[config.mk]
export PLATFORM = sky130hd
export DESIGN_NAME = uart_line_status_logic
export DESIGN_NICKNAME = d
export VERILOG_FILES = /design/src/design/uart_line_status_pkg.sv /design/src/design/rx_link_if.sv /design/src/design/uart_rx_frame.sv /design/src/design/uart_line_status_logic.sv
export VERILOG_INCLUDE_DIRS = /design/src /design/src/design
export SDC_FILE = /design/constraint.sdc
export NUM_CORES = 1
export LEC_CHECK = 0
export BUFFER_PORTS_ARGS = -buffer_cell sky130_fd_sc_hd__buf_2
export CAP_MARGIN = 30
export CORE_MARGIN = 2
export CORE_UTILIZATION = 50
export DETAILED_ROUTE_END_ITERATION = 16
export GPL_TIMING_DRIVEN = 0
export PLACE_DENSITY = 0.66
export SLEW_MARGIN = 10
export SYNTH_ARGS = -nofsm -noshare
export SYNTH_HDL_FRONTEND = slang
export SYNTH_HIERARCHICAL = 1
export SYNTH_SLANG_ARGS = --single-unit
[constraint.sdc]
create_clock -name clk_sys -period 5.25 [get_ports clk_sys]
set_clock_uncertainty 0.15 [all_clocks]
set_input_delay 0.525 -clock clk_sys [delete_from_list [all_inputs] [get_ports clk_sys]]
set_output_delay 0.525 -clock clk_sys [all_outputs]
set_load 0.02 [all_outputs]
[src/design/uart_line_status_params.svh]
`ifndef UART_LINE_STATUS_PARAMS_SVH
`define UART_LINE_STATUS_PARAMS_SVH
// Overview of operation
// - data ready sets when a complete character lands in buffer or fifo
// - character mode: reading the receive buffer clears data ready
// - fifo mode: data ready sets on push, clears only when fifo empty
// - character mode: new character over unread one flags overrun, old lost
// - status read clears overrun, parity, framing and break flags
// - fifo mode: full fifo plus new character flags overrun, no push
// - parity fault sets when parity mismatches the selected odd or even sense
// - fifo mode: error bits travel with each character, shown at head only
// - framing fault sets when the first stop bit samples low
// - line break flag sets when input stays low beyond one whole frame
// - after a break, reception resumes only after half a bit of high
// - line status interrupt raised when any of bits 1 to 4 is set
// - software writes set or clear bits 0 to 6; in fifo mode bits 0, 5 and 6 follow the fifos, in character mode bit 6 follows holder and shifter next cycle
// - character mode: holding empty sets on transfer to shifter, clears on load
// - fifo mode: holding empty follows transmit fifo empty
// - fifo mode: empty indication delayed unless two characters were held
// - toggling fifo enable gives an immediate transmit empty interrupt
// - character mode: all idle when holder and shifter empty, clears on load
// - fifo mode: all idle when fifo and shifter empty, clears on write
// - bit 7 zero in character mode, fifo error summary in fifo mode
// - line control bit 3 enables parity, bit 4 picks odd or even
// - fifo control bit 0 written one enters fifo mode
// - line status interrupt only while interrupt enable bit 2 is one

// register addresses
`define ADDR_DATA      3'h0
`define ADDR_INT_EN    3'h1
`define ADDR_FIFO_CTRL 3'h2
`define ADDR_LINE_CTRL 3'h3
`define ADDR_LINE_STAT 3'h5

// line status fields
`define LS_DR   0
`define LS_OE   1
`define LS_PE   2
`define LS_FE   3
`define LS_BI   4
`define LS_TX_HOLDING_EMPTY 5
`define LS_TX_ALL_IDLE 6
`define LS_ERR7 7

// line control, fifo control, interrupt enable fields
`define LC_PAR_EN  3
`define LC_EVEN    4
`define LC_STOP2   2
`define FC_ENABLE  0
`define FC_RX_CLR  1
`define FC_TX_CLR  2
`define IE_TX_HOLDING_EMPTY    1
`define IE_RLS     2

// reset values
`define RST_LINE_CTRL 8'h03
`define RST_INT_EN    4'h0

// timing: half bit wait after break, numerator over denominator
`define HALF_BIT_NUM 1
`define HALF_BIT_DEN 2
`endif

[src/design/uart_line_status_pkg.sv]
package uart_line_status_pkg;
	typedef enum logic [5:0] {
		RX_IDLE  = 6'h01,
		RX_START = 6'h02,
		RX_DATA  = 6'h04,
		RX_PAR   = 6'h08,
		RX_STOP  = 6'h10,
		RX_WAIT  = 6'h20
	} rx_state_type;

	function automatic logic [7:0] data_mask(input logic [1:0] wl);
		data_mask = 8'hff >> (2'h3 - wl);
	endfunction

	// odd sense: total ones odd; even sense: total ones even
	function automatic logic parity_gen(input logic [7:0] d, input logic [1:0] wl,
		input logic even);
		parity_gen = even ? ^(d & data_mask(wl)) : ~^(d & data_mask(wl));
	endfunction

	function automatic logic parity_bad(input logic [7:0] d, input logic [1:0] wl,
		input logic even, input logic pbit);
		parity_bad = pbit != parity_gen(d, wl, even);
	endfunction

	// frame length in bits less the final stop bit
	function automatic logic [3:0] frame_less_stop(input logic [7:0] lc);
		frame_less_stop = 4'h6 + {2'h0, lc[1:0]} + {3'h0, lc[3]} + {3'h0, lc[2]};
	endfunction
endpackage

[src/design/rx_link_if.sv]
`timescale 1ns/1ps
interface rx_link_if;
	logic [1:0] word_len;
	logic       par_en;
	logic       even;
	logic       done;
	logic [7:0] data;
	logic       perr;
	logic       ferr;
	logic       brk;
	modport status (output word_len, par_en, even, input done, data, perr, ferr, brk);
	modport rx     (input word_len, par_en, even, output done, data, perr, ferr, brk);
endinterface

[src/design/uart_rx_frame.sv]
`timescale 1ns/1ps
`include "uart_line_status_params.svh"
module uart_rx_frame #(
	parameter int CPB = 16
) (
	// clock and reset
	input  wire logic clk_sys,
	input  wire logic arst_n,
	// line
	input  wire logic serial_input,
	// status side
	rx_link_if.rx     lnk
);
	import uart_line_status_pkg::*;

	localparam logic [15:0] BIT_CYC  = 16'(CPB);
	localparam logic [15:0] HALF_CYC = 16'((CPB * `HALF_BIT_NUM + `HALF_BIT_DEN - 1)
		/ `HALF_BIT_DEN);

	if (CPB < 2 || CPB > 65535) begin : g_bad_cpb
		$error("cycles per bit out of range");
	end

	typedef struct packed {
		rx_state_type st;
		logic [15:0]  cnt;
		logic [2:0]   idx;
		logic [7:0]   sh;
		logic         pbit;
		logic         done;
		logic [7:0]   data;
		logic         perr;
		logic         ferr;
		logic         brk;
	} rx_regs_type;

	rx_regs_type s_ff;
	rx_regs_type nxt_s;

	always_comb begin
		nxt_s = s_ff;
		nxt_s.done = 1'b0;
		case (s_ff.st)
			RX_IDLE: begin
				if (!serial_input) begin
					nxt_s.st = RX_START;
					nxt_s.cnt = HALF_CYC - 16'h1;
				end
			end
			RX_START: begin
				if (s_ff.cnt != 16'h0) begin
					nxt_s.cnt = s_ff.cnt - 16'h1;
				end else if (serial_input) begin
					nxt_s.st = RX_IDLE;
				end else begin
					nxt_s.st = RX_DATA;
					nxt_s.cnt = BIT_CYC - 16'h1;
					nxt_s.idx = 3'h0;
					nxt_s.sh = 8'h00;
				end
			end
			RX_DATA: begin
				if (s_ff.cnt != 16'h0) begin
					nxt_s.cnt = s_ff.cnt - 16'h1;
				end else begin
					nxt_s.sh[s_ff.idx] = serial_input;
					nxt_s.cnt = BIT_CYC - 16'h1;
					nxt_s.idx = s_ff.idx + 3'h1;
					if (s_ff.idx == {1'b1, lnk.word_len}) begin
						nxt_s.st = lnk.par_en ? RX_PAR : RX_STOP;
					end
				end
			end
			RX_PAR: begin
				if (s_ff.cnt != 16'h0) begin
					nxt_s.cnt = s_ff.cnt - 16'h1;
				end else begin
					nxt_s.pbit = serial_input;
					nxt_s.st = RX_STOP;
					nxt_s.cnt = BIT_CYC - 16'h1;
				end
			end
			RX_STOP: begin
				if (s_ff.cnt != 16'h0) begin
					nxt_s.cnt = s_ff.cnt - 16'h1;
				end else begin
					nxt_s.done = 1'b1;
					nxt_s.data = s_ff.sh;
					nxt_s.ferr = !serial_input;
					nxt_s.perr = lnk.par_en &&
						parity_bad(s_ff.sh, lnk.word_len, lnk.even, s_ff.pbit);
					// low from start through stop: longer than a frame
					nxt_s.brk = !serial_input && s_ff.sh == 8'h00 &&
						!(lnk.par_en && s_ff.pbit);
					nxt_s.st = nxt_s.brk ? RX_WAIT : RX_IDLE;
					nxt_s.cnt = HALF_CYC - 16'h1;
				end
			end
			RX_WAIT: begin
				if (!serial_input) begin
					nxt_s.cnt = HALF_CYC - 16'h1;
				end else if (s_ff.cnt == 16'h0) begin
					nxt_s.st = RX_IDLE;
				end else begin
					nxt_s.cnt = s_ff.cnt - 16'h1;
				end
			end
			default: begin
				nxt_s.st = RX_IDLE;
			end
		endcase
	end

	always_ff @(posedge clk_sys or negedge arst_n) begin
		if (!arst_n) begin
			s_ff <= '{st: RX_IDLE, default: '0};
		end else begin
			s_ff <= nxt_s;
		end
	end

	assign lnk.done = s_ff.done;
	assign lnk.data = s_ff.data;
	assign lnk.perr = s_ff.perr;
	assign lnk.ferr = s_ff.ferr;
	assign lnk.brk  = s_ff.brk;
endmodule

[src/design/uart_line_status_logic.sv]
// Design decisions made here: the register addresses and the strobed register port.
`timescale 1ns/1ps
`include "uart_line_status_params.svh"
module uart_line_status_logic #(
	parameter int CPB   = 16,
	parameter int DEPTH = 16
) (
	// clock and reset
	input  wire logic       clk_sys,
	input  wire logic       arst_n,
	// register port
	input  wire logic [2:0] addr,
	input  wire logic [7:0] wr_data,
	input  wire logic       wr_stb,
	input  wire logic       rd_stb,
	output wire logic [7:0] rd_data,
	// serial line
	input  wire logic       serial_input,
	// transmitter shift register
	input  wire logic       tx_take,
	input  wire logic       tx_shift_busy,
	output wire logic [7:0] tx_data,
	output wire logic       tx_parity,
	output wire logic       tx_valid,
	// interrupt requests
	output wire logic       rls_irq,
	output wire logic       tx_holding_empty_irq
);
	import uart_line_status_pkg::*;

	localparam int AW = $clog2(DEPTH);
	localparam logic [AW:0] FULL = (AW + 1)'(DEPTH);

	if (DEPTH < 2 || (DEPTH & (DEPTH - 1)) != 0 || CPB < 2 || CPB > 4095) begin : g_bad
		$error("fifo depth or cycles per bit not supported");
	end

	typedef struct packed {
		logic [7:0]                 lcr;
		logic [3:0]                 ier;
		logic                       fifo_en;
		logic                       dr;
		logic                       oe;
		logic                       pe;
		logic                       fe;
		logic                       bi;
		logic                       tx_holding_empty;
		logic                       tx_all_idle;
		logic                       err_sum;
		logic [7:0]                 rbr;
		logic [7:0]                 thr;
		logic                       thr_full;
		logic [DEPTH-1:0][10:0]     rx_mem;
		logic [AW-1:0]              rx_rp;
		logic [AW-1:0]              rx_wp;
		logic [AW:0]                rx_cnt;
		logic [AW:0]                err_cnt;
		logic [DEPTH-1:0][7:0]      tx_mem;
		logic [AW-1:0]              tx_rp;
		logic [AW-1:0]              tx_wp;
		logic [AW:0]                tx_cnt;
		logic                       two_seen;
		logic [15:0]                dly;
		logic                       tx_holding_empty_pend;
		logic [7:0]                 rd_data;
		logic                       rls_irq;
		logic                       tx_holding_empty_irq;
		logic [7:0]                 tx_data;
		logic                       tx_par;
		logic                       tx_valid;
	} stat_regs_type;

	stat_regs_type s_ff;
	stat_regs_type nxt_s;

	rx_link_if lnk ();

	uart_rx_frame #(
		.CPB (CPB)
	) u_rx (
		.clk_sys      (clk_sys),
		.arst_n       (arst_n),
		.serial_input (serial_input),
		.lnk          (lnk.rx)
	);

	assign lnk.word_len = s_ff.lcr[1:0];
	assign lnk.par_en   = s_ff.lcr[`LC_PAR_EN];
	assign lnk.even     = s_ff.lcr[`LC_EVEN];

	function automatic logic hit(input logic stb, input logic [2:0] a, input logic [2:0] off);
		hit = stb && a == off;
	endfunction

	// ----------------------------------------
	// next state
	// ----------------------------------------
	logic        rd_rbr, rd_lsr, wr_thr, wr_lsr, wr_fcr;
	logic        rx_pop, rx_push, head_chg, rx_clr, tx_clr, tx_pop, tx_push;
	logic [10:0] head;
	logic        head_ok;

	always_comb begin
		nxt_s = s_ff;
		rd_rbr = hit(rd_stb, addr, `ADDR_DATA);
		rd_lsr = hit(rd_stb, addr, `ADDR_LINE_STAT);
		wr_thr = hit(wr_stb, addr, `ADDR_DATA);
		wr_lsr = hit(wr_stb, addr, `ADDR_LINE_STAT);
		wr_fcr = hit(wr_stb, addr, `ADDR_FIFO_CTRL);
		head = 11'h000;
		head_ok = 1'b0;
		head_chg = 1'b0;
		rx_clr = 1'b0;
		tx_clr = 1'b0;

		// register writes
		if (hit(wr_stb, addr, `ADDR_LINE_CTRL)) begin
			nxt_s.lcr = wr_data;
		end
		if (hit(wr_stb, addr, `ADDR_INT_EN)) begin
			nxt_s.ier = wr_data[3:0];
		end
		if (wr_fcr) begin
			nxt_s.fifo_en = wr_data[`FC_ENABLE];
			rx_clr = !wr_data[`FC_ENABLE] || wr_data[`FC_RX_CLR];
			tx_clr = wr_data[`FC_ENABLE] && wr_data[`FC_TX_CLR];
			if (wr_data[`FC_ENABLE] != s_ff.fifo_en) begin
				nxt_s.tx_holding_empty_pend = 1'b1;
			end
		end

		// clears, then software writes, then hardware sets
		if (rd_lsr) begin
			{nxt_s.oe, nxt_s.pe, nxt_s.fe, nxt_s.bi} = 4'h0;
		end
		if (rd_rbr && !s_ff.fifo_en) begin
			nxt_s.dr = 1'b0;
		end
		if (wr_lsr) begin
			{nxt_s.tx_all_idle, nxt_s.tx_holding_empty, nxt_s.bi, nxt_s.fe, nxt_s.pe, nxt_s.oe, nxt_s.dr} =
				wr_data[6:0];
		end

		// receive path
		rx_pop = s_ff.fifo_en && rd_rbr && s_ff.rx_cnt != '0;
		rx_push = s_ff.fifo_en && lnk.done && s_ff.rx_cnt != FULL;
		if (lnk.done && !s_ff.fifo_en) begin
			nxt_s.rbr = lnk.data;
			nxt_s.dr = 1'b1;
			if (s_ff.dr && !rd_rbr) begin
				nxt_s.oe = 1'b1;
			end
			nxt_s.pe = nxt_s.pe | lnk.perr;
			nxt_s.fe = nxt_s.fe | lnk.ferr;
			nxt_s.bi = nxt_s.bi | lnk.brk;
		end
		if (lnk.done && s_ff.fifo_en && s_ff.rx_cnt == FULL) begin
			nxt_s.oe = 1'b1;
		end
		if (rx_push) begin
			nxt_s.rx_mem[s_ff.rx_wp] = {lnk.brk, lnk.ferr, lnk.perr, lnk.data};
			nxt_s.rx_wp = s_ff.rx_wp + 1'b1;
		end
		if (rx_pop) begin
			nxt_s.rx_rp = s_ff.rx_rp + 1'b1;
		end
		nxt_s.rx_cnt = s_ff.rx_cnt + (AW + 1)'(rx_push) - (AW + 1)'(rx_pop);
		nxt_s.err_cnt = s_ff.err_cnt
			+ (AW + 1)'(rx_push && (lnk.brk || lnk.ferr || lnk.perr))
			- (AW + 1)'(rx_pop && s_ff.rx_mem[s_ff.rx_rp][10:8] != 3'h0);
		if (rx_clr) begin
			nxt_s.rx_rp = '0;
			nxt_s.rx_wp = '0;
			nxt_s.rx_cnt = '0;
			nxt_s.err_cnt = '0;
		end
		// head of the fifo shows its own error bits
		head_chg = rx_pop || (rx_push && s_ff.rx_cnt == '0);
		if (nxt_s.rx_cnt != '0) begin
			head = nxt_s.rx_mem[nxt_s.rx_rp];
			head_ok = 1'b1;
		end
		if (s_ff.fifo_en && head_chg) begin
			{nxt_s.bi, nxt_s.fe, nxt_s.pe} = head_ok ? head[10:8] : 3'h0;
		end
		if (nxt_s.fifo_en) begin
			nxt_s.dr = nxt_s.rx_cnt != '0;
		end
		if (rx_push && (lnk.brk || lnk.ferr || lnk.perr)) begin
			nxt_s.err_sum = 1'b1;
		end else if (rd_lsr) begin
			nxt_s.err_sum = nxt_s.err_cnt != '0;
		end

		// transmit path, character mode
		if (!s_ff.fifo_en) begin
			if (tx_take && s_ff.thr_full) begin
				nxt_s.thr_full = 1'b0;
				nxt_s.tx_holding_empty = 1'b1;
			end
			if (wr_thr) begin
				nxt_s.thr = wr_data;
				nxt_s.thr_full = 1'b1;
				nxt_s.tx_holding_empty = 1'b0;
			end
		end

		// transmit path, fifo mode
		tx_pop = s_ff.fifo_en && tx_take && s_ff.tx_cnt != '0;
		tx_push = s_ff.fifo_en && wr_thr && s_ff.tx_cnt != FULL;
		if (tx_push) begin
			nxt_s.tx_mem[s_ff.tx_wp] = wr_data;
			nxt_s.tx_wp = s_ff.tx_wp + 1'b1;
		end
		if (tx_pop) begin
			nxt_s.tx_rp = s_ff.tx_rp + 1'b1;
		end
		nxt_s.tx_cnt = s_ff.tx_cnt + (AW + 1)'(tx_push) - (AW + 1)'(tx_pop);
		if (tx_clr) begin
			nxt_s.tx_rp = '0;
			nxt_s.tx_wp = '0;
			nxt_s.tx_cnt = '0;
		end
		if (s_ff.dly != 16'h0) begin
			nxt_s.dly = s_ff.dly - 16'h1;
		end
		if (nxt_s.tx_cnt > (AW + 1)'(1)) begin
			nxt_s.two_seen = 1'b1;
		end
		if (nxt_s.tx_cnt != '0) begin
			nxt_s.dly = 16'h0;
		end else if (s_ff.tx_cnt != '0) begin
			nxt_s.two_seen = 1'b0;
			if (!s_ff.two_seen) begin
				nxt_s.dly = 16'(frame_less_stop(s_ff.lcr) * 16'(CPB));
			end
		end
		if (nxt_s.fifo_en) begin
			nxt_s.tx_holding_empty = nxt_s.tx_cnt == '0 && nxt_s.dly == 16'h0;
			nxt_s.tx_all_idle = nxt_s.tx_cnt == '0 && !tx_shift_busy;
		end else if (!wr_lsr) begin
			nxt_s.tx_all_idle = !nxt_s.thr_full && !tx_shift_busy;
		end
		if (nxt_s.tx_holding_empty && !s_ff.tx_holding_empty) begin
			nxt_s.tx_holding_empty_pend = 1'b1;
		end
		if (wr_thr) begin
			nxt_s.tx_holding_empty_pend = 1'b0;
		end

		// outputs
		nxt_s.rls_irq = nxt_s.ier[`IE_RLS] &&
			(nxt_s.oe || nxt_s.pe || nxt_s.fe || nxt_s.bi);
		nxt_s.tx_holding_empty_irq = nxt_s.ier[`IE_TX_HOLDING_EMPTY] && nxt_s.tx_holding_empty_pend;
		nxt_s.tx_valid = nxt_s.fifo_en ? nxt_s.tx_cnt != '0 : nxt_s.thr_full;
		nxt_s.tx_data = nxt_s.fifo_en ? nxt_s.tx_mem[nxt_s.tx_rp] : nxt_s.thr;
		nxt_s.tx_par = parity_gen(nxt_s.tx_data, nxt_s.lcr[1:0], nxt_s.lcr[`LC_EVEN]);
		nxt_s.rd_data = 8'h00;
		if (rd_stb) begin
			case (addr)
				`ADDR_DATA:      nxt_s.rd_data = s_ff.fifo_en ? s_ff.rx_mem[s_ff.rx_rp][7:0] :
					s_ff.rbr;
				`ADDR_INT_EN:    nxt_s.rd_data = {4'h0, s_ff.ier};
				`ADDR_FIFO_CTRL: nxt_s.rd_data = {s_ff.fifo_en, s_ff.fifo_en, 6'h00};
				`ADDR_LINE_CTRL: nxt_s.rd_data = s_ff.lcr;
				`ADDR_LINE_STAT: nxt_s.rd_data = {s_ff.fifo_en && s_ff.err_sum, s_ff.tx_all_idle,
					s_ff.tx_holding_empty, s_ff.bi, s_ff.fe, s_ff.pe, s_ff.oe, s_ff.dr};
				default:         nxt_s.rd_data = 8'h00;
			endcase
		end
	end

	// ----------------------------------------
	// state register
	// ----------------------------------------
	always_ff @(posedge clk_sys or negedge arst_n) begin
		if (!arst_n) begin
			s_ff <= '{lcr: `RST_LINE_CTRL, ier: `RST_INT_EN, tx_holding_empty: 1'b1, tx_all_idle: 1'b1,
				default: '0};
		end else begin
			s_ff <= nxt_s;
		end
	end

	assign rd_data   = s_ff.rd_data;
	assign tx_data   = s_ff.tx_data;
	assign tx_parity = s_ff.tx_par;
	assign tx_valid  = s_ff.tx_valid;
	assign rls_irq   = s_ff.rls_irq;
	assign tx_holding_empty_irq  = s_ff.tx_holding_empty_irq;
endmodule

# After elaboration in Yosys (flattened, before gate mapping)
# Cells that the tools add are included.
classes:
  reduce_logical: 84
  shifts: 2
  bitwise: 6
  addsub: 18
  muxes: 91
  n_lt_le_gt_ge: 10
  n_eq_ne: 27
op_table:
  columns: ["op", "count"]
  rows:
  - ["bitwise mux 176 bit", 1]
  - ["two-way mux 176 bit", 1]
  - ["bitwise mux 128 bit", 1]
  - ["two-way mux 128 bit", 1]
  - ["two-way mux 16 bit", 8]
  - ["binary-select mux 11 bit (select 4 bit)", 2]
  - ["case mux 16 bit (5 select lines)", 1]
  - ["two-way mux 11 bit", 6]
  - ["two-way mux 6 bit", 8]
  - ["demux 11 bit (select 4 bit)", 1]
  - ["two-way mux 8 bit", 5]
  - ["case mux 8 bit (5 select lines)", 1]
  - ["logical AND 1 bit", 39]
  - ["case mux 6 bit (6 select lines)", 1]
  - ["binary-select mux 8 bit (select 4 bit)", 1]
  - ["demux 8 bit (select 4 bit)", 1]
  - ["logical NOT 16 bit", 2]
  - ["nonzero test 16 bit", 2]
  - ["subtractor 16 x 1 -> 16 bit (second input constant)", 2]
  - ["nonzero test 5 bit", 6]
  - ["two-way mux 1 bit", 27]
  - ["two-way mux 27 bit", 1]
  - ["less-than comparator 4 x 5 -> 1 bit (second input constant)", 5]
  - ["two-way mux 12 bit", 2]
  - ["other kinds (58)", 113]
word_totals:
  word_cells: 312
  out_inout_bits: 20
  regBits: 457

# Longest topological paths before layout
# Gate-level depths: netlist of the first run.
logic_depth:
  word_depth: 18
  mapped_depth: 22
  ltp_nobuf: 21

# Cells and area by module
# The synthesis of the first run kept the hierarchy.
by_module_without_submodules:
  columns: ["module", "n_inst", "cells_per_inst", "seq_area_each_um2", "area_per_inst_um2"]
  rows:
  - ["uart_line_status_logic", 1, 1976, 10289.9, 21092.7]
  - ["uart_rx_frame", 1, 283, 1152.4, 2691.3]

# Worst setup path after synthesis of the first run
# Ideal clock, no wire load.
synth_path:
  path_kind: "input to register"
  from: "in addr[1]"
  to: "reg s_ff, in the netlist tx_holding_empty_irq"
  t_arrival_ps: 4300
  path_stages: 19
  setup_slack_ps: 680
  t_required_ps: 4980
  setup_time_ps: 120
  path_cell_list: "or4b_4 -> buf_6 -> nor2_2 -> nand2_1 -> ha_1 -> inv_1 -> ha_1 -> fa_1 -> a21oi_1 -> o21bai_1 -> xnor2_1 -> nand4b_1 -> o21ai_0 -> nand2_1 -> a41o_1 -> nand3_1 -> o31ai_1 -> a221o_1 -> and3_1"
synth_rtl:
  columns: ["item", "line_no", "rtl"]
  rows:
  - ["start, declared", "uart_line_status_logic.sv:12", "input wire logic [2:0] addr,"]
  - ["end signal, assigned", "uart_line_status_logic.sv:278", "s_ff <= '{lcr: `RST_LINE_CTRL, ier: `RST_INT_EN, tx_holding_empty: 1'b1, tx_all_idle: 1'b1,"]
  - ["end signal, assigned", "uart_line_status_logic.sv:281", "s_ff <= nxt_s;"]
  - ["end, declared", "uart_line_status_logic.sv:73", "stat_regs_type s_ff;"]

==> impl_metrics.csv, run 1 <==
group,metric,value,unit
timing,finalSetupViolCount,0,
synthesis,synth.cell_area,23800,µm²
synthesis,ys_types,106,
floorplan,die-area,49300,µm²
detailed_routing,viasPerCell,6.13,
floorplan,die_w,222,µm
clock_tree,clk_pin_slew,0.06,ns
global_routing,overflow,0,
timing,tns,0,ns
global_routing,grt_max_degree,116,
setup_path,startpoint_type,"flip-flop",
hold_path,hp-class,"in -> reg",
floorplan,die_h,222,µm
finish,drive_gt1_share,20.8,%
detailed_routing,wl_per_cell,22.9,µm
synthesis,synth_seq_cells,457,
timing,tightest_slew,1.02,ns
timing,rsz0062_at_grt,"yes",
finish,final_nets,2412,
clock_tree,numCtsBuffers,51,
clock_tree,clkLatencyLatePin,0.64,ns
synthesis,synth_nets,2315,
setup_path,crit_type,"reg -> reg",
power_and_ir_drop,p_leak,12.5,nW
timing,drv_slew,0,
timing,hold_viol,0,
power_and_ir_drop,ir_drop,0.000263,V
floorplan,design.core.area,46800,µm²
detailed_routing,post-route-drc-count,0,
synthesis,synth-edff-count,0,
setup_path,crit_path_max_fanout,10,
status,status,"completed",
synthesis,ys_warn_count,6,
synthesis,synth_ff_type,"dfrtp_1",
detailed_routing,drtIter0Drc,1730,
setup_path,end_kind,"flip-flop",
setup_path,critical_path_arrival,5.49,ns
placement,dp_hpwl,48400,µm
detailed_routing,dr.pass1.iters,5,
timing,finalCritPeriodShare,97.5,%
global_routing,grt_pass1_wl,109000,µm
placement,port_buffers,33,
synthesis,synth_area_per_cell,10.5,µm²
run,max-cap-violations,0,
timing,period_minus_slack,5.12,ns
detailed_routing,vias,18396,
floorplan,fp-row-count,79,
clock_tree,post_cts_buffers,0,
clock_tree,cts_root_buf,"clkbuf_16",
detailed_routing,drt_wl_total,68600,µm
clock_tree,clockBufferDepth,3,
floorplan,io_pins,38,
timing,fmax,195,MHz
global_routing,grtUsageTotal,28.3,%
detailed_routing,ant_nets,0,
placement,gp_congestion,0.964,
synthesis,synthArstFlopShare,100,%
timing,slew_headroom,31.7,%
finish,post-route-util,57.1,%
power_and_ir_drop,power_density,422,nW/µm²
finish,most-common-layout-cells,"dfrtp_1 (452), nand2_1 (357), mux2_2 (213), nor2_1 (122), clkbuf_1 (117)",
synthesis,yosysSeqAreaShare,48.1,%
power_and_ir_drop,power,11.3,mW
finish,final_common_cell,"dfrtp_1",
global_routing,grt_pass1_vias,18517,
global_routing,antenna_found_initial,0,
floorplan,start_util,50.9,%
synthesis,netlist_instances,2259,
finish,antennaDiodeCount,0,
finish,areaGrowthSynthToFinish,12.3,%
setup_path,crit_required,5.62,ns
clock_tree,cts.sinks,457,
clock_tree,cts.htree.levels,2,
clock_tree,cts_tree,"yes",
[synthesized netlist by cell type (all sizes together) (11+ instances only)]
master | number | share of area [%]
nand2b | 11 | 0.29
mux2 | 217 | 10
and2 | 20 | 0.53
a211oi | 17 | 0.56
ha | 34 | 1.8
o311ai | 12 | 0.44
nor2 | 126 | 2.0
dfrtp | 452 | 48
clkbuf | 108 | 1.7
a21oi | 55 | 1.2
buf | 68 | 1.8
nand2 | 360 | 5.7
xor2 | 18 | 0.66
o22ai | 27 | 0.71
nand4 | 15 | 0.39
or3 | 35 | 0.94
o211ai | 22 | 0.79
and3 | 11 | 0.29
o21ai | 114 | 2.4
mux4 | 41 | 3.9
xnor2 | 30 | 1.1
o31ai | 18 | 0.57
inv | 65 | 1.0
nor4 | 28 | 0.93
nor3 | 74 | 1.7
mux2i | 52 | 2.2
nand3 | 38 | 0.84
[metal layers]
| layer | GRT usage (%) | routed length [µm] | vias up |
|---|---|---|---|
| li1 | - | - | 8277 |
| met1 | 41.6 | 31300 | 9238 |
| met2 | 42.1 | 30000 | 730 |
| met3 | 5.23 | 5080 | 151 |
| met4 | 9.61 | 2310 | 0 |
| met5 | 0 | 0 | - |
[final cells by class]
cell class / instances / area, µm²
buffer: 174 / 828
clock buffer: 78 / 1520
clock inverter: 15 / 240
fill: 4029 / 20000
inverter: 65 / 244
multi-input combinational: 1561 / 11300
sequential: 457 / 11400
tap: 607 / 759
timing repair buffer: 46 / 367
[final timing paths]
check | startpoint | endpoint | slack (ns) | cells past startpoint
setup reg to reg | s_ff[41] | tx_parity | 0.13 | 17
setup / recovery | s_ff[41] | tx_parity | 0.13 | 17
hold reg to reg | s_ff[146] | s_ff[146] | 0.31 | 2
hold / removal | wr_data[2] | s_ff[376] | 0.12 | 2
max in group asynchronous | arst_n | s_ff[45] | 3.44 | 4
min in group asynchronous | arst_n | s_ff[337] | 0.17 | 2
[worst max-delay path, cell delays in order, from the launching register on]
cell       delay (ns)
dfrtp_1          0.39
inv_1            0.08
ha_1             0.21
or4b_4           0.54
a21boi_2         0.29
o21ai_2          0.24
inv_2            0.16
buf_2            0.30
buf_4            0.29
buf_2            0.34
o2111ai_1        0.20
o31ai_1          0.16
nor3_1           0.11
nor3_1           0.44
xnor3_1          0.37
xnor2_1          0.31
xnor3_1          0.28
xor2_1           0.15
[through the flow]
step,setup slack (ns),instances,instance area (µm²),hold slack (ns)
after floorplan,0.680,2259,23800,0.0794
after global placement,-5.54,2899,24700,0.295
after detailed placement,-0.420,2904,24800,0.211
after CTS,0.0315,2997,26600,0.101
after global routing,-0.0434,3003,26700,0.113
final,0.131,3003,26700,0.120
[cell families after synthesis]
| family | count (synthesis) | share of synthesized area (%) |
|---|---|---|
| xor+xnor | 50 | 1.96 |
| simple gates | 774 | 15.6 |
| fa+ha+maj | 38 | 2.13 |
| buf+inv | 241 | 4.49 |
| mux | 310 | 16.4 |
| compound gates | 389 | 11.3 |
| flops | 457 | 48.1 |
[registers in the layout, indices dropped and copies added (netlist names)]
register	count
u_rx/lnk.data	8
u_rx/lnk.brk	1
lnk.par_en	1
tx_holding_empty_irq	1
tx_data	8
tx_parity	1
u_rx/lnk.done	1
tx_valid	1
rls_irq	1
u_rx/lnk.ferr	1
rd_data	8
lnk.even	1
u_rx/lnk.perr	1
u_rx/s_ff	34
s_ff	387
lnk.word_len	2
[where the power goes]
part / total [mW] / internal (mW) / switching (mW)
logic: 3.58 / 1.32 / 2.25
registers: 4.02 / 3.82 / 0.203
clock network: 3.67 / 2.16 / 1.52
[repair_timing]
| item | 4_1_cts | 5_1_grt |
|---|---|---|
| gates resized for setup | 5 | 13 |
| endpoints found under the setup margin | 6 | 6 |
| hold buffers | 2 | 0 |
| hold endpoints to repair | 194 | 0 |
No activity file was read; power rests on OpenSTA's default activity.
==> run 2: changes to the inputs <==
CELL_PAD_IN_SITES_DETAIL_PLACEMENT = 0   (was unset)
CELL_PAD_IN_SITES_GLOBAL_PLACEMENT = 1   (was unset)
PLACE_DENSITY = unset   (was 0.66)
PLACE_DENSITY_LB_ADDON = 0.1   (was unset)
==> run 2 against run 1 <==
Against the previous run:
- setup slack better by 0.0098 ns
- critical path type unchanged
- register-to-register slack is essentially flat
- largest cell class unchanged
- fmax is 0.19% higher
- first-iteration DRC count increased by 8.6%
- sequential power hardly changed
==> impl_metrics.csv, run 2 (synthesis gave the netlist of run 1 again) <==
group,metric,value,unit
finish,largest_register_ff_count,387,
setup_path,crit_type,"reg -> reg",
finish,fill_cells,4049,
detailed_routing,drtIter0Drc,1879,
detailed_routing,drt_wl_total,72300,µm
detailed_routing,viasPerCell,6.11,
setup_path,startpoint_type,"flip-flop",
finish,final_common_cell,"dfrtp_1",
status,status,"completed",
placement,gp_congestion,0.950,
floorplan,start_util,50.9,%
setup_path,crit_required,5.57,ns
finish,reg.largest.list,"s_ff (387), u_rx/s_ff (34)",
clock_tree,clkLatencyLatePin,0.62,ns
setup_path,r2r_end,"tx_parity",
global_routing,overflow,0,
finish,most-common-layout-cells,"dfrtp_1 (452), nand2_1 (358), mux2_2 (213), nor2_1 (122), clkbuf_1 (119)",
timing,rsz0062_at_grt,"yes",
detailed_routing,vias,18365,
hold_path,hold_path_depth,2,
finish,areaGrowthSynthToFinish,12.3,%
global_routing,grt_max_degree,103,
placement,dp_hpwl,50400,µm
timing,hold_viol,0,
floorplan,die_h,222,µm
finish,top_register,"s_ff",
detailed_routing,ant_nets,0,
run,max-cap-violations,0,
clock_tree,cts.htree.levels,2,
finish,drive_gt1_share,20.9,%
timing,finalSetupViolCount,0,
setup_path,reg2reg_depth,18,
finish,final_nets,2417,
timing,finalCritPeriodShare,97.3,%
finish,antennaDiodeCount,0,
power_and_ir_drop,power,11.3,mW
finish,post-route-util,57.1,%
floorplan,design.core.area,46800,µm²
floorplan,fp-row-count,79,
timing,fmax,196,MHz
global_routing,grtUsageTotal,29.6,%
timing,slew_headroom,30.5,%
placement,placed_area,24900,µm²
placement,port_buffers,33,
hold_path,hp-class,"in -> reg",
timing,holdWs,0.0984,ns
timing,drv_slew,0,
detailed_routing,dr.pass1.iters,5,
setup_path,crit_path_max_fanout,10,
floorplan,die_w,222,µm
detailed_routing,post-route-drc-count,0,
setup_path,r2r_start,"s_ff[41]",
global_routing,grt_pass1_vias,18329,
floorplan,die-area,49300,µm²
power_and_ir_drop,ir_drop,0.000257,V
setup_path,critical_path_arrival,5.43,ns
hold_path,hold_path_end,"s_ff[376]",
clock_tree,clk_pin_slew,0.06,ns
power_and_ir_drop,p_leak,12.5,nW
floorplan,io_pins,38,
setup_path,timing.reg2reg.setup_slack,0.14,ns
clock_tree,cts.sinks,457,
timing,period_minus_slack,5.11,ns
power_and_ir_drop,power_density,424,nW/µm²
global_routing,antenna_found_initial,0,
setup_path,end_kind,"flip-flop",
clock_tree,cts_root_buf,"clkbuf_16",
clock_tree,numCtsBuffers,52,
timing,tns,0,ns
hold_path,hold_path.startpoint,"wr_data[2]",
finish,design_area,26700,µm²
detailed_routing,wl_per_cell,24.1,µm
clock_tree,clockBufferDepth,3,
clock_tree,cts_tree,"yes",
global_routing,grt_pass1_wl,112000,µm
timing,tightest_slew,1.04,ns
## run 2: cell count changes in the layout (fill, tap and decap cells not counted), sizes merged
cell    previous run  this run
buf              107       114
clkbuf           188       182
## run 2: what timing repair did
action	CTS	global route
setup endpoints to repair	6	6
setup buffers	0	3
endpoints found under the hold margin	43	0
pin swaps	0	1
hold buffers	2	0
resized for setup	13	13
## run 2: worst max-delay path: stages (launching register included)
cell,delay (ns)
dfrtp_1,0.38
inv_1,0.08
ha_1,0.23
or4b_4,0.53
a21boi_2,0.31
o21ai_4,0.19
inv_2,0.15
buf_2,0.31
buf_4,0.30
buf_2,0.33
buf_4,0.28
o311ai_0,0.17
a211o_1,0.33
nand3_1,0.08
o211a_1,0.32
xnor2_1,0.16
a32oi_1,0.08
o22ai_1,0.24
xor2_1,0.33
## run 2: how the worst max path moves through the flow
| stage | from | slack, ns | to | depth (start not counted) |
|---|---|---|---|---|
| 2_1_floorplan | addr[1] | 0.68 | tx_holding_empty_irq | 19 |
| 3_3_place_gp | arst_n | -5.88 | u_rx/s_ff[30] | 1 |
| 3_5_place_dp | s_ff[40] | -0.54 | tx_parity | 17 |
| 4_1_cts | s_ff[40] | 0.01 | tx_parity | 16 |
| 5_1_grt | s_ff[398] | -0.04 | rls_irq | 20 |
| 6_report | s_ff[41] | 0.14 | tx_parity | 18 |
## run 2: per-layer routing
| metal | global-route usage, % | up-vias | routed length, µm |
|---|---|---|---|
| met5 | 0 | - | 0 |
| met4 | 12.1 | 0 | 2990 |
| met3 | 5.21 | 179 | 5040 |
| met2 | 45.4 | 702 | 32400 |
| met1 | 41.8 | 9197 | 31800 |
| li1 | - | 8287 | - |
## run 2: cell type report
type,instances,area (µm²),area share [%]
clock inverter,15,170,0.637
tap,607,759,2.84
sequential,457,11400,42.8
timing repair buffer,49,418,1.56
buffer,175,833,3.12
inverter,65,244,0.913
multi-input combinational,1561,11400,42.6
clock buffer,75,1470,5.49
## run 2: stage by stage
| stage | std cells | setup WS [ns] |
|---|---|---|
| CTS | 2999 | 0.0149 |
| detailed placement | 2907 | -0.542 |
| finish | 3004 | 0.141 |
| global placement | 2899 | -5.88 |
| global route | 3004 | -0.0448 |
| floorplan | 2259 | 0.680 |
## run 2: power breakdown
group | total, mW | internal, mW | switching (mW)
combinational | 3.72 | 1.38 | 2.34
clock | 3.57 | 2.08 | 1.50
sequential | 4.03 | 3.82 | 0.207
total | 11.3 | 7.28 | 4.05
